**src/xhc_cap_pkg.sv**
```systemverilog
/*
 * Constants, field layout and types for the structural capability bank.
 * Assumes one core clock domain and a word-wide memory-mapped read port.
 */
// What this block does
// - Each capability register sits at a fixed offset from the base of the mapped space and is read-only.
// - The slot count field of the first structural register reads 32.
// - The interrupter count field of the first structural register reads 8.
// - Each interrupter owns one message vector; a round-robin arbiter shared by all interrupters decides when that vector fires.
// - Exactly as many interrupter register sets are addressable as the interrupter count reports.
// - The top byte of the first structural register gives the root port count, 8 or 4 by variant, and that many port sets are addressable.
// - The low nibble of the second structural register reads an isochronous threshold of 1 microframe.
// - Bits 7 to 4 of the second structural register give a segment table exponent of 1.
// - The scratchpad restore bit reads 1, so scratchpad space is never freed between power events.
// - The top five bits of the second structural register report 4 scratchpad buffers for software to reserve.
// - The low byte of the third structural register reports a U1 exit latency of 0.
// - The upper half of the third structural register reports a U2 exit latency of 0.
// - Bit 0 of the feature register reads 1 for 64-bit pointer fields.
// - Bit 1 of the feature register reads 1 for bandwidth negotiation.
// - Bit 2 of the feature register reads 1 and contexts are 64 bytes.
package xhc_cap_pkg;

	localparam int unsigned DATA_W = 32;
	localparam int unsigned ADDR_W = 8;

	// Byte offsets from the base of the mapped space
	localparam logic [ADDR_W-1:0] OFS_LIMITS   = 8'h04;
	localparam logic [ADDR_W-1:0] OFS_SCHED    = 8'h08;
	localparam logic [ADDR_W-1:0] OFS_LATENCY  = 8'h0C;
	localparam logic [ADDR_W-1:0] OFS_FEATURES = 8'h10;

	// Field positions
	localparam int unsigned SLOT_LSB  = 0;
	localparam int unsigned INTR_LSB  = 8;
	localparam int unsigned PORT_LSB  = 24;
	localparam int unsigned IST_LSB   = 0;
	localparam int unsigned ERST_LSB  = 4;
	localparam int unsigned SPR_BIT   = 26;
	localparam int unsigned SPB_LSB   = 27;
	localparam int unsigned U1_LSB    = 0;
	localparam int unsigned U2_LSB    = 16;
	localparam int unsigned A64_BIT   = 0;
	localparam int unsigned BWN_BIT   = 1;
	localparam int unsigned CSZ_BIT   = 2;

	// Field values
	localparam logic [7:0]  SLOT_VAL    = 8'h20;
	localparam logic [10:0] INTR_VAL    = 11'h008;
	localparam logic [7:0]  PORTS_EIGHT = 8'h08;
	localparam logic [7:0]  PORTS_FOUR  = 8'h04;
	localparam logic [3:0]  IST_VAL     = 4'h1;
	localparam logic [3:0]  ERST_VAL    = 4'h1;
	localparam logic        SPR_VAL     = 1'h1;
	localparam logic [4:0]  SPB_VAL     = 5'h04;
	localparam logic [7:0]  U1_VAL      = 8'h00;
	localparam logic [15:0] U2_VAL      = 16'h0000;
	localparam logic        A64_VAL     = 1'h1;
	localparam logic        BWN_VAL     = 1'h1;
	localparam logic        CSZ_VAL     = 1'h1;
	localparam logic [6:0]  CTX_BYTES_L = 7'h40;
	localparam logic [6:0]  CTX_BYTES_S = 7'h20;

	typedef enum logic {VAR_EIGHT = 1'b0, VAR_FOUR = 1'b1} port_variant_e;
	typedef enum logic {ARB_IDLE = 1'b0, ARB_SENT = 1'b1} arb_state_e;

endpackage : xhc_cap_pkg

```
**src/cap_fields_if.sv**
```systemverilog
/*
 * Carries the packed capability words from the constant source to the bank.
 * Assumes both ends sit in the same module hierarchy on one clock.
 */
`timescale 1ns/1ns
`default_nettype none
interface cap_fields_if;
	logic [31:0] word_limits;
	logic [31:0] word_sched;
	logic [31:0] word_latency;
	logic [31:0] word_features;
	modport source (output word_limits, word_sched, word_latency, word_features);
	modport sink   (input  word_limits, word_sched, word_latency, word_features);
endinterface : cap_fields_if
`default_nettype wire

```
**src/cap_field_source.sv**
```systemverilog
/*
 * Packs the fixed capability fields into their four words.
 * Assumes the variant is fixed at build time.
 */
`timescale 1ns/1ns
`default_nettype none
module cap_field_source
	import xhc_cap_pkg::*;
#(
	parameter port_variant_e VARIANT = VAR_EIGHT
) (
	cap_fields_if.source f	// Packed words out
);
	logic [7:0] ports;

	assign ports = (VARIANT == VAR_FOUR) ? PORTS_FOUR : PORTS_EIGHT;

	// Unnamed bits stay zero
	always_comb begin
		f.word_limits                    = '0;
		f.word_limits[SLOT_LSB +: 8]     = SLOT_VAL;
		f.word_limits[INTR_LSB +: 11]    = INTR_VAL;
		f.word_limits[PORT_LSB +: 8]     = ports;
		f.word_sched                     = '0;
		f.word_sched[IST_LSB +: 4]       = IST_VAL;
		f.word_sched[ERST_LSB +: 4]      = ERST_VAL;
		f.word_sched[SPR_BIT]            = SPR_VAL;
		f.word_sched[SPB_LSB +: 5]       = SPB_VAL;
		f.word_latency                   = '0;
		f.word_latency[U1_LSB +: 8]      = U1_VAL;
		f.word_latency[U2_LSB +: 16]     = U2_VAL;
		f.word_features                  = '0;
		f.word_features[A64_BIT]         = A64_VAL;
		f.word_features[BWN_BIT]         = BWN_VAL;
		f.word_features[CSZ_BIT]         = CSZ_VAL;
	end
endmodule : cap_field_source
`default_nettype wire

```
**src/index_limit_check.sv**
```systemverilog
/*
 * Says whether an index falls below a reported count.
 * Assumes both inputs come from logic on the same clock.
 */
`timescale 1ns/1ns
`default_nettype none
module index_limit_check #(
	parameter int unsigned IDX_W = 8
) (
	input  wire logic [IDX_W-1:0] idx,	// Index asked about
	input  wire logic [IDX_W-1:0] limit,	// Reported count
	output logic                  ok	// Index is addressable
);
	assign ok = (idx < limit);
endmodule : index_limit_check
`default_nettype wire

```
**src/xhc_structural_capability_regs.sv**
```systemverilog
/*
 * Read-only structural capability bank with set decode and vector steering.
 * Assumes all inputs come from logic on core_clk; one access per cycle.
 */
`timescale 1ns/1ns
`default_nettype none
module xhc_structural_capability_regs
	import xhc_cap_pkg::*;
#(
	parameter port_variant_e VARIANT  = VAR_EIGHT,
	parameter int unsigned   INTR_MAX = 8
) (
	input  wire logic              core_clk,	// Core clock, 50 MHz
	input  wire logic              rst,	// Async reset, active high
	input  wire logic              mmio_rd,	// Read strobe
	input  wire logic              mmio_wr,	// Write strobe
	input  wire logic [ADDR_W-1:0] mmio_addr,	// Byte address from base
	input  wire logic [DATA_W-1:0] mmio_wdata,	// Write data, discarded
	output logic      [DATA_W-1:0] mmio_rdata,	// Read data
	output logic                   mmio_ack,	// Access answered
	output logic                   mmio_hit,	// Address is in this bank
	input  wire logic [7:0]        slot_sel,	// Slot index asked about
	output logic                   slot_ok,	// Slot index valid
	input  wire logic [7:0]        port_sel,	// Port index asked about
	output logic                   port_ok,	// Port set addressable
	input  wire logic [10:0]       intr_sel,	// Interrupter index asked about
	output logic                   intr_ok,	// Interrupter set addressable
	input  wire logic [INTR_MAX-1:0] intr_event,	// Per-interrupter event pulse
	input  wire logic [INTR_MAX-1:0] intr_hold,	// Per-interrupter moderation hold
	output logic                   msix_req,	// Vector message request
	output logic      [10:0]       msix_vector,	// Vector number
	output logic      [7:0]        root_ports,	// Root port count
	output logic      [4:0]        scratch_bufs,	// Scratchpad buffers needed
	output logic      [15:0]       event_segment_table_exponent_entries,	// Segment table entries
	output logic      [6:0]        ctx_bytes,	// Context structure size
	output logic                   addr64_en	// Upper pointer halves live
);
	localparam int unsigned IV_W = (INTR_MAX > 1) ? $clog2(INTR_MAX) : 1;

	// ------------------------------------------------------------
	// Constant words
	// ------------------------------------------------------------
	cap_fields_if fields ();

	cap_field_source #(
		.VARIANT (VARIANT)
	) u_source (
		.f (fields)
	);

	logic [7:0]  ports_rep;
	logic [10:0] intrs_rep;
	logic [7:0]  slots_rep;

	assign ports_rep = fields.word_limits[PORT_LSB +: 8];
	assign intrs_rep = fields.word_limits[INTR_LSB +: 11];
	assign slots_rep = fields.word_limits[SLOT_LSB +: 8];

	// ------------------------------------------------------------
	// Set decode
	// ------------------------------------------------------------
	logic slot_in;
	logic port_in;
	logic intr_in;

	index_limit_check #(
		.IDX_W (8)
	) u_slot_chk (
		.idx   (slot_sel),
		.limit (slots_rep),
		.ok    (slot_in)
	);

	index_limit_check #(
		.IDX_W (8)
	) u_port_chk (
		.idx   (port_sel),
		.limit (ports_rep),
		.ok    (port_in)
	);

	index_limit_check #(
		.IDX_W (11)
	) u_intr_chk (
		.idx   (intr_sel),
		.limit (intrs_rep),
		.ok    (intr_in)
	);

	// ------------------------------------------------------------
	// State
	// ------------------------------------------------------------
	typedef struct packed {
		logic [DATA_W-1:0]   rdata;
		logic                ack;
		logic                hit;
		logic                slot_ok;
		logic                port_ok;
		logic                intr_ok;
		logic [INTR_MAX-1:0] pend;
		logic [IV_W-1:0]     rr;
		arb_state_e          arb;
		logic                req;
		logic [10:0]         vec;
		logic [7:0]          ports;
		logic [4:0]          bufs;
		logic [15:0]         erst;
		logic [6:0]          ctx;
		logic                a64;
	} state_s;

	state_s st_q;
	state_s st_d;

	logic                unused_wdata;
	logic [INTR_MAX-1:0] avail;
	logic                found;
	logic [IV_W-1:0]     pick;
	logic [IV_W-1:0]     cand;
	logic [IV_W:0]       cand_w;

	// Write data has nowhere to go
	assign unused_wdata = ^mmio_wdata;

	// Held interrupters keep their pending bit; moderation only delays
	assign avail = st_q.pend & ~intr_hold;

	// Round-robin search starting at the slot after the last winner
	always_comb begin
		found  = 1'b0;
		pick   = '0;
		cand   = '0;
		cand_w = '0;
		for (int i = 0; i < INTR_MAX; i++) begin
			cand_w = (IV_W + 1)'({1'b0, st_q.rr} + (IV_W + 1)'(i));
			if (cand_w >= (IV_W + 1)'(INTR_MAX)) begin
				cand_w = (IV_W + 1)'(cand_w - (IV_W + 1)'(INTR_MAX));
			end
			cand = cand_w[IV_W-1:0];
			if (!found && avail[cand]) begin
				found = 1'b1;
				pick  = cand;
			end
		end
	end

	// ------------------------------------------------------------
	// Next state
	// ------------------------------------------------------------
	always_comb begin
		st_d = st_q;

		// Register read path; address low bits select nothing finer than a word
		st_d.ack   = mmio_rd | mmio_wr;
		st_d.hit   = 1'b0;
		st_d.rdata = '0;
		if (mmio_rd || mmio_wr) begin
			unique case ({mmio_addr[ADDR_W-1:2], 2'b00})
				OFS_LIMITS: begin
					st_d.hit = 1'b1;
					if (mmio_rd) begin
						st_d.rdata = fields.word_limits;
					end
				end
				OFS_SCHED: begin
					st_d.hit = 1'b1;
					if (mmio_rd) begin
						st_d.rdata = fields.word_sched;
					end
				end
				OFS_LATENCY: begin
					st_d.hit = 1'b1;
					if (mmio_rd) begin
						st_d.rdata = fields.word_latency;
					end
				end
				OFS_FEATURES: begin
					st_d.hit = 1'b1;
					if (mmio_rd) begin
						st_d.rdata = fields.word_features;
					end
				end
				default: begin
					st_d.hit = 1'b0;
				end
			endcase
		end

		// Set decode, one cycle behind the query
		st_d.slot_ok = slot_in;
		st_d.port_ok = port_in;
		st_d.intr_ok = intr_in;

		// Fixed limits handed to the rest of the controller
		st_d.ports = ports_rep;
		st_d.bufs  = fields.word_sched[SPB_LSB +: 5];
		st_d.erst  = 16'h0001 << fields.word_sched[ERST_LSB +: 4];
		st_d.ctx   = fields.word_features[CSZ_BIT] ? CTX_BYTES_L : CTX_BYTES_S;
		st_d.a64   = fields.word_features[A64_BIT];

		// One message per two cycles; a new event on the winner is kept
		st_d.req = 1'b0;
		unique case (st_q.arb)
			ARB_IDLE: begin
				if (found) begin
					st_d.req        = 1'b1;
					st_d.vec        = 11'(pick);
					st_d.pend[pick] = 1'b0;
					st_d.rr         = (pick == IV_W'(INTR_MAX - 1)) ? '0 : IV_W'(pick + 1'b1);
					st_d.arb        = ARB_SENT;
				end
			end
			ARB_SENT: begin
				st_d.arb = ARB_IDLE;
			end
		endcase
		st_d.pend = st_d.pend | intr_event;
	end

	// ------------------------------------------------------------
	// Registers
	// ------------------------------------------------------------
	always_ff @(posedge core_clk or posedge rst) begin
		if (rst) begin
			st_q <= '0;
		end else begin
			st_q <= st_d;
		end
	end

	assign mmio_rdata       = st_q.rdata;
	assign mmio_ack         = st_q.ack;
	assign mmio_hit         = st_q.hit;
	assign slot_ok          = st_q.slot_ok;
	assign port_ok          = st_q.port_ok;
	assign intr_ok          = st_q.intr_ok;
	assign msix_req         = st_q.req;
	assign msix_vector      = st_q.vec;
	assign root_ports       = st_q.ports;
	assign scratch_bufs     = st_q.bufs;
	assign event_segment_table_exponent_entries = st_q.erst;
	assign ctx_bytes        = st_q.ctx;
	assign addr64_en        = st_q.a64;

endmodule : xhc_structural_capability_regs
`default_nettype wire

```
**config.mk**
```make
export PLATFORM = sky130hd
export DESIGN_NAME = xhc_structural_capability_regs
export DESIGN_NICKNAME = d
export VERILOG_FILES = /design/src/xhc_cap_pkg.sv /design/src/cap_fields_if.sv /design/src/cap_field_source.sv /design/src/index_limit_check.sv /design/src/xhc_structural_capability_regs.sv
export SDC_FILE = /design/constraint.sdc
export NUM_CORES = 1
export LEC_CHECK = 0
export ABC_AREA = 1
export BUFFER_PORTS_ARGS = -buffer_cell sky130_fd_sc_hd__buf_2
export CORE_AREA = 5 5 141 89
export DETAILED_ROUTE_END_ITERATION = 10
export DIE_AREA = 0 0 146 94
export PLACE_DENSITY = 0.49
export SETUP_SLACK_MARGIN = 0.1
export SKIP_LAST_GASP = 1
export SLEW_MARGIN = 0
export SYNTH_ARGS = -nofsm -noshare
export SYNTH_HDL_FRONTEND = slang
export SYNTH_SLANG_ARGS = --single-unit
```
**constraint.sdc**
```tcl
create_clock -name core_clk -period 3.3 [get_ports core_clk]
set_clock_uncertainty 0.05 [all_clocks]
set_input_delay 0.99 -clock core_clk [delete_from_list [all_inputs] [get_ports core_clk]]
set_output_delay 0.99 -clock core_clk [all_outputs]
set_load 0.02 [all_outputs]
```
==> results_dict.tcl, run 1 <==
set metrics [dict create \
    switchingPower_mw 1.860 \
    io_buffers 64 \
    fin_crit_ns 2.761 \
    antenna-diode-count 0 \
    syn_avg_cell_area_sq_um 7.580 \
    initial_utilization_pct 22.38 \
    finalMaxSlewViolations 0 \
    dpl.hpwl_um 5216 \
    swShare_pct 58.41 \
    synth_top_area_share_pct 25.24 \
    outcome "finished, final reports clean" \
    required_ns 3.40 \
    whs_ns 0.4263 \
    synth-edff-count 0 \
    r2r-start "st_q[50]" \
    setup_tns_ns 0 \
    grt_max_degree 26 \
    cap_viol_max_count 0 \
    core_sq_um 11070 \
    pwr-share-seq_pct 14.0 \
    htree_levels 1 \
    ctsResizeCount 0 \
    grt_overflow 0 \
    cpPeakStageDelay_ns 0.46 \
    cp_common_cell "nand2_1" \
    drt_iter0_drc 103 \
    rsz0062_at_grt "no" \
    antenna_found_initial 0 \
    cts_root_buf "clkbuf_16" \
    cp_slowest_cell "ha_1" \
    cts_tree "done" \
    yosysTopAreaCell "dfrtp_1" \
    utilization_pct 24.29 \
    yosysSeqAreaShare_pct 25.24 \
    intPower_mw 1.325 \
    preCtsSetupSlack_ns 0.3088 \
    firstDrtPassIters 4 \
    grt_pass1_vias 1867 \
    ant_nets 0 \
    ys_async_sr_fraction_pct 100.0 \
    start_kind "flip-flop" \
    fin_cells 523 \
    peakVddDrop_uv 342.2 \
    worstSetupEndpointType "flip-flop" \
    synth_warnings 0 \
    synth_cell_type_count 37 \
    finalCritPeriodShare_pct 83.67 \
    synthTopCellsByArea "dfrtp_1, buf_4, nand3_2" \
    pin_count 173 \
    drive_above_1_share_pct 31.93 \
    synth-seq-cells 25 \
    arrival_ns 2.86 \
    gp_congestion 0.8766 \
    critPathMaxFanout 7 \
    die_area_sq_um 13720 \
    tightest_slew_ns 0.9605 \
    via_per_inst 3.811 \
    post-cts-setup-buffer-count 0 \
    drc 0 \
    dr_total_vias 1993 \
    syn_area_sq_um 2479 \
    cp_cell_sequence "inv_4 > ha_1 > inv_2 > nand3_1 > nand2_1 > o21ai_0 > inv_1 > nand2_1 > nand2_1 > nand2_1 > nand2_1 > nor2_1 > o211ai_2 > nor2_2 > nand3_1 > nand2_1 > nand2_1" \
    rows 30 \
    die_h_um 94 \
    leakage_nw 1.515 \
    slew_headroom_pct 35.90 \
    place_inst 519 \
    critical_path_class "reg -> reg" \
    synth_ff_type "dfrtp_1" \
    syn_inst 327 \
    ctsHoldBuffers 0 \
    max_freq_mhz 362.2 \
    clockBufferDepth 2 \
    n_fill_cell 1239 \
    die_w_um 146 \
    grt_usage_pct 8.088 \
    hold_start "msix_vector[0]" \
    powerDensity_nw_per_um2 1184 \
    grt_pass1_wl_um 9225 \
    clk_latency_ns 0.25 \
    cts.sinks 25 \
    finalHoldViolations 0 \
    clkTransAtPathRegs_ns 0.06 \
    nets 469 \
    cts_buffers 3 \
    combPwrFrac_pct 77.7 \
    worstSetupStartpoint "st_q[50]" \
    power_frac_clock_pct 8.3 \
    wire_per_inst_um 11.44 \
    area_growth_pct 8.531 \
    wirelength_um 5984 \
    setup_ws_ns 0.5388 \
    min_path_type "reg -> reg" \
    setup_viol 0 \
]
-- area by class of cell --
| type | count | area [sq um] | area share (%) |
|---|---|---|---|
| well taps | 144 | 180.2 | 6.698 |
| inverters | 41 | 158.9 | 5.907 |
| clock buffers | 4 | 78.83 | 2.930 |
| repair buffers | 69 | 357.8 | 13.30 |
| flip-flops and latches | 25 | 625.6 | 23.26 |
| multi-input cells | 240 | 1289 | 47.91 |
-- worst paths after layout --
kind                                  end  slack [ns]  cells past startpoint
min in group asynchronous         port_ok        0.90                      2
setup reg to reg                 st_q[53]        0.54                     17
hold reg to reg            msix_vector[0]        0.43                      2
setup / recovery                 st_q[53]        0.54                     17
max in group asynchronous   root_ports[3]        1.71                      2
hold / removal             msix_vector[0]        0.43                      2
-- synth_stat cells, drive strengths merged, types with 2 or more instances --
master and instances:
inv 40, conb 2, nand4 6, a21oi 3
xnor2 2, nor2 27, o21ai 8, nand2 58
nand3 52, dfrtp 25, buf 83, a31oi 2
nor4 2, ha 2, o21bai 2, nor3 4
-- logic make-up after synthesis --
| group | Yosys count | share of synthesized area, % |
|---|---|---|
| AO/OA/AOI/OAI | 17 | 4.593 |
| XOR/XNOR | 3 | 1.363 |
| adder cells (fa/ha/maj) | 2 | 1.009 |
| buffers and inverters | 124 | 32.16 |
| flip-flops | 25 | 25.24 |
| other | 2 | 0.3030 |
| AND/OR/NAND/NOR | 154 | 35.34 |
-- critical path, delay by kind of cell, from the launching register on --
kind                     cells  cell delay [ns]
buffers and inverters        3             0.26
AND/OR/NAND/NOR             11             1.12
AO/OA/AOI/OAI                2             0.36
adder cells (fa/ha/maj)      1             0.46
flip-flops                   1             0.39
-- registers in the layout, indices dropped and copies added (netlist names) --
register and count:
intr_ok 1, mmio_ack 1, mmio_hit 1, mmio_rdata 4, msix_vector 3, port_ok 1
root_ports 1, slot_ok 1, st_q 12
-- through the flow --
stage / total power [mW] / cell area [sq um]
global route: 3.493 / 2690
finish: 3.185 / 2690
detailed placement: 2.902 / 2611
global placement: 2.890 / 2611
CTS: 3.176 / 2690
floorplan: 2.472 / 2711
-- layer usage --
metal | GRT usage (%) | vias to the layer above | part of all wire [%]
li1 | - | 1005 | -
met1 | 12.28 | 924 | 50
met2 | 12.25 | 62 | 45
met3 | 1.350 | 2 | 5.0
met4 | 0.9390 | 0 | 0.48
met5 | 0 | - | 0
-- power by group through the flow --
stage / clock (mW) / sequential, mW / combinational (mW)
2_1_floorplan: 0 / 0.430 / 2.04
3_5_place_dp: 0 / 0.454 / 2.45
6_report: 0.264 / 0.446 / 2.48
5_1_grt: 0.284 / 0.457 / 2.75
3_3_place_gp: 0 / 0.453 / 2.44
4_1_cts: 0.272 / 0.447 / 2.46
-- cell usage in the layout, fill, tap and decap left out, types with 3 or more instances in the layout --
master	instances
nand3_1	32
nor2_2	4
a21oi_1	3
nand2_2	4
dfrtp_1	25
conb_1	64
nand3_2	20
nand4_1	5
nand2_1	51
o21ai_1	5
inv_1	32
inv_2	6
nor3_1	4
buf_2	64
nand2_4	3
buf_4	5
nor2_1	20
clkbuf_16	3
o21ai_0	3
(Power assumes the default switching activity.)
==> inputs of run 2 (changes only) <==
--- a/config.mk
+++ b/config.mk
@@ -5,12 +5,12 @@
 export SDC_FILE = /design/constraint.sdc
 export NUM_CORES = 1
 export LEC_CHECK = 0
-export ABC_AREA = 1
+export ABC_AREA = 0
 export BUFFER_PORTS_ARGS = -buffer_cell sky130_fd_sc_hd__buf_2
-export CORE_AREA = 5 5 141 89
+export CORE_AREA = 5 5 144 91
 export DETAILED_ROUTE_END_ITERATION = 10
-export DIE_AREA = 0 0 146 94
-export PLACE_DENSITY = 0.49
+export DIE_AREA = 0 0 149 96
+export PLACE_DENSITY = 0.5
 export SETUP_SLACK_MARGIN = 0.1
 export SKIP_LAST_GASP = 1
 export SLEW_MARGIN = 0
==> constraint.sdc (replaced) <==
create_clock -name core_clk -period 2.4 [get_ports core_clk]
set_clock_uncertainty 0.05 [all_clocks]
set_input_delay 0.72 -clock core_clk [delete_from_list [all_inputs] [get_ports core_clk]]
set_output_delay 0.72 -clock core_clk [all_outputs]
set_load 0.02 [all_outputs]
==> run 2 against run 1 <==
Effect of this change:
- the flow now finishes with violations (negative setup slack)
- combinational power is 140% higher
- sequential power increased by 46%
- synthesized cell count decreased by 12%
- sequential share of layout area fell by 6.9 points
- setup slack worse by 0.94 ns
- final area up 42%
- largest cell class unchanged
- largest power group unchanged
==> results_dict.tcl, run 2 <==
set metrics [dict create \
    outcome "complete, but fails checks" \
    violations "negative setup slack" \
    core_sq_um 11710 \
    setup_tns_ns -4.752 \
    grt_use_met3_pct 5.788 \
    grt_usage_pct 11.23 \
    peakVddDrop_uv 789.5 \
    critPathMaxFanout 6 \
    clockBufferDepth 2 \
    yosysTopAreaCell "dfrtp_1" \
    largest_reg_flops 12 \
    drc 0 \
    final_common_cell "conb_1" \
    arrival_ns 2.91 \
    cts.sinks 25 \
    yosysMostFrequentCell "buf_4" \
    syn_inst 287 \
    setup_ws_ns -0.4050 \
    via_per_inst 4.169 \
    synth_ff_type "dfrtp_1" \
    wire_per_inst_um 14.80 \
    synth_top_area_share_pct 24.03 \
    dr_total_vias 2364 \
    r2r_end "st_q[53]" \
    gp_congestion 0.9380 \
    dpl.hpwl_um 6510 \
    io_buffers 64 \
    min_path_type "in -> async" \
    finalMaxSlewViolations 0 \
    rows 31 \
    synth-seq-cells 25 \
    r2r_setup_slack_ns -0.40 \
    final_cell_mix "conb_1, buf_2, buf_4" \
    initial_utilization_pct 22.23 \
    grt_pass1_wl_um 12450 \
    synth_warnings 0 \
    worstSetupEndpointType "flip-flop" \
    ctsHoldBuffers 0 \
    grt_overflow 0 \
    finalCritPeriodShare_pct 116.9 \
    wirelength_um 8391 \
    clkTransAtPathRegs_ns 0.07 \
    r2r-start "st_q[50]" \
    powerDensity_nw_per_um2 1858 \
    n_fill_cell 1223 \
    yosys-top-cells-count "buf_4, nor2_1, dfrtp_1, nand2b_1, nand2_1" \
    max_freq_mhz 356.5 \
    worstSetupStartpoint "intr_hold[6]" \
    start_kind "input pin" \
    fin_area_sq_um 3822 \
    cap_viol_max_count 0 \
    top_register "st_q" \
    htree_levels 1 \
    required_ns 2.51 \
    cts_root_buf "clkbuf_16" \
    synthTopCellsByArea "dfrtp_1, buf_4, mux4_2" \
    fin_crit_ns 2.805 \
    rsz0062_at_grt "yes" \
    synth_cell_type_count 54 \
    die_w_um 149 \
    drive_above_1_share_pct 53.98 \
    antenna_found_initial 0 \
    antenna-diode-count 0 \
    placed_cell_area_sq_um 3136 \
    syn_avg_cell_area_sq_um 9.072 \
    die_h_um 96 \
    leakage_nw 1.823 \
    setup_viol 15 \
    syn_area_sq_um 2604 \
    grt_use_met1_pct 15.82 \
    cts_buffers 3 \
    critical_path_class "in -> reg" \
    pin_count 173 \
    grt_use_met2_pct 15.27 \
    ys_async_sr_fraction_pct 100.0 \
    area_growth_pct 46.80 \
    drt_iter0_drc 176 \
    firstDrtPassIters 4 \
    utilization_pct 32.63 \
    yosysSeqAreaShare_pct 24.03 \
    finalHoldViolations 0 \
    cts_tree "done" \
    synth-edff-count 0 \
    nets 492 \
    ant_nets 0 \
    rr_worst_depth 12 \
    die_area_sq_um 14300 \
    clk_latency_ns 0.27 \
    grt_pass1_vias 2273 \
    busiest_layer "met1" \
    grt_max_degree 26 \
]
run 2: cell types whose count changed in the layout (fill, tap and decap cells not counted), moves of 5 or more:
cell	previous run	this run
buf_6	0	13
inv_2	6	1
nand3_2	20	4
mux4_2	0	9
nand2b_1	0	5
nand3_1	32	4
inv_1	32	5
nand2b_4	0	10
nand2_1	51	11
mux2i_1	0	7
buf_4	5	56
nand4_1	5	0
run 2: worst max-delay path by stage:
stage	end	slack [ns]	cells after the start
6_report	st_q[53]	-0.40	12
5_1_grt	msix_vector[0]	-0.48	12
4_1_cts	st_q[53]	-0.37	11
3_5_place_dp	st_q[60]	-0.79	10
3_3_place_gp	st_q[60]	-0.81	10
2_1_floorplan	st_q[56]	-0.38	9
run 2: metrics by stage:
| step | setup slack [ns] | power, mW | std cells | hold WS, ns |
|---|---|---|---|---|
| global route | -0.4825 | 7.548 | 567 | 0.4650 |
| detailed placement | -0.7895 | 4.887 | 540 | 0.4298 |
| finish | -0.4050 | 7.102 | 567 | 0.4395 |
| floorplan | -0.3769 | 3.459 | 349 | 0.4151 |
| CTS | -0.3675 | 6.614 | 561 | 0.4469 |
| global placement | -0.8131 | 4.897 | 540 | 0.4222 |
run 2: repair_timing:
action / CTS / global route
resized for setup: 62 / 20
buffers inserted: 18 / 5
gates cloned: 0 / 1
setup endpoints to repair: 15 / 15
endpoints found under the hold margin: 0 / 0
pin swaps: 21 / 4
run 2: where the power goes:
part / internal (mW) / switching [mW]
combinational: 3.05 / 3.00
clock: 0.227 / 0.167
sequential: 0.538 / 0.112
total: 3.82 / 3.28
run 2: worst max-delay path: stages:
cell and delay [ns]:
buf_6 0.09, nand2b_4 0.16, buf_6 0.13, mux4_2 0.56, nand2_1 0.14, nor2_2 0.06
and3_4 0.22, a41oi_4 0.17, nor3b_4 0.26, buf_4 0.16, nand3_4 0.08, a21o_1 0.16
run 2: cells by family after synthesis:
group	count (synthesis)	synth area share, %
flops	25	24.03
mux	22	13.17
xor+xnor	5	2.403
simple gates	85	17.11
buf+inv	93	26.00
fa+ha+maj	2	0.9609
compound gates	53	16.05
other cells	2	0.2884
run 2: area by class of cell:
class | instances | area (sq um) | share of cell area [%]
multi-input cells | 231 | 1923 | 50.31
repair buffers | 135 | 952.2 | 24.91
flip-flops and latches | 25 | 626.9 | 16.40
well taps | 165 | 206.4 | 5.401
clock buffers | 3 | 75.07 | 1.964
inverters | 7 | 31.28 | 0.8183
clock inverters | 1 | 7.507 | 0.1964
run 2: metal layers:
layer	up-vias	part of all wire, %
li1	1091	-
met1	1131	45
met2	133	41
met5	-	0
met3	9	13
met4	0	0.97
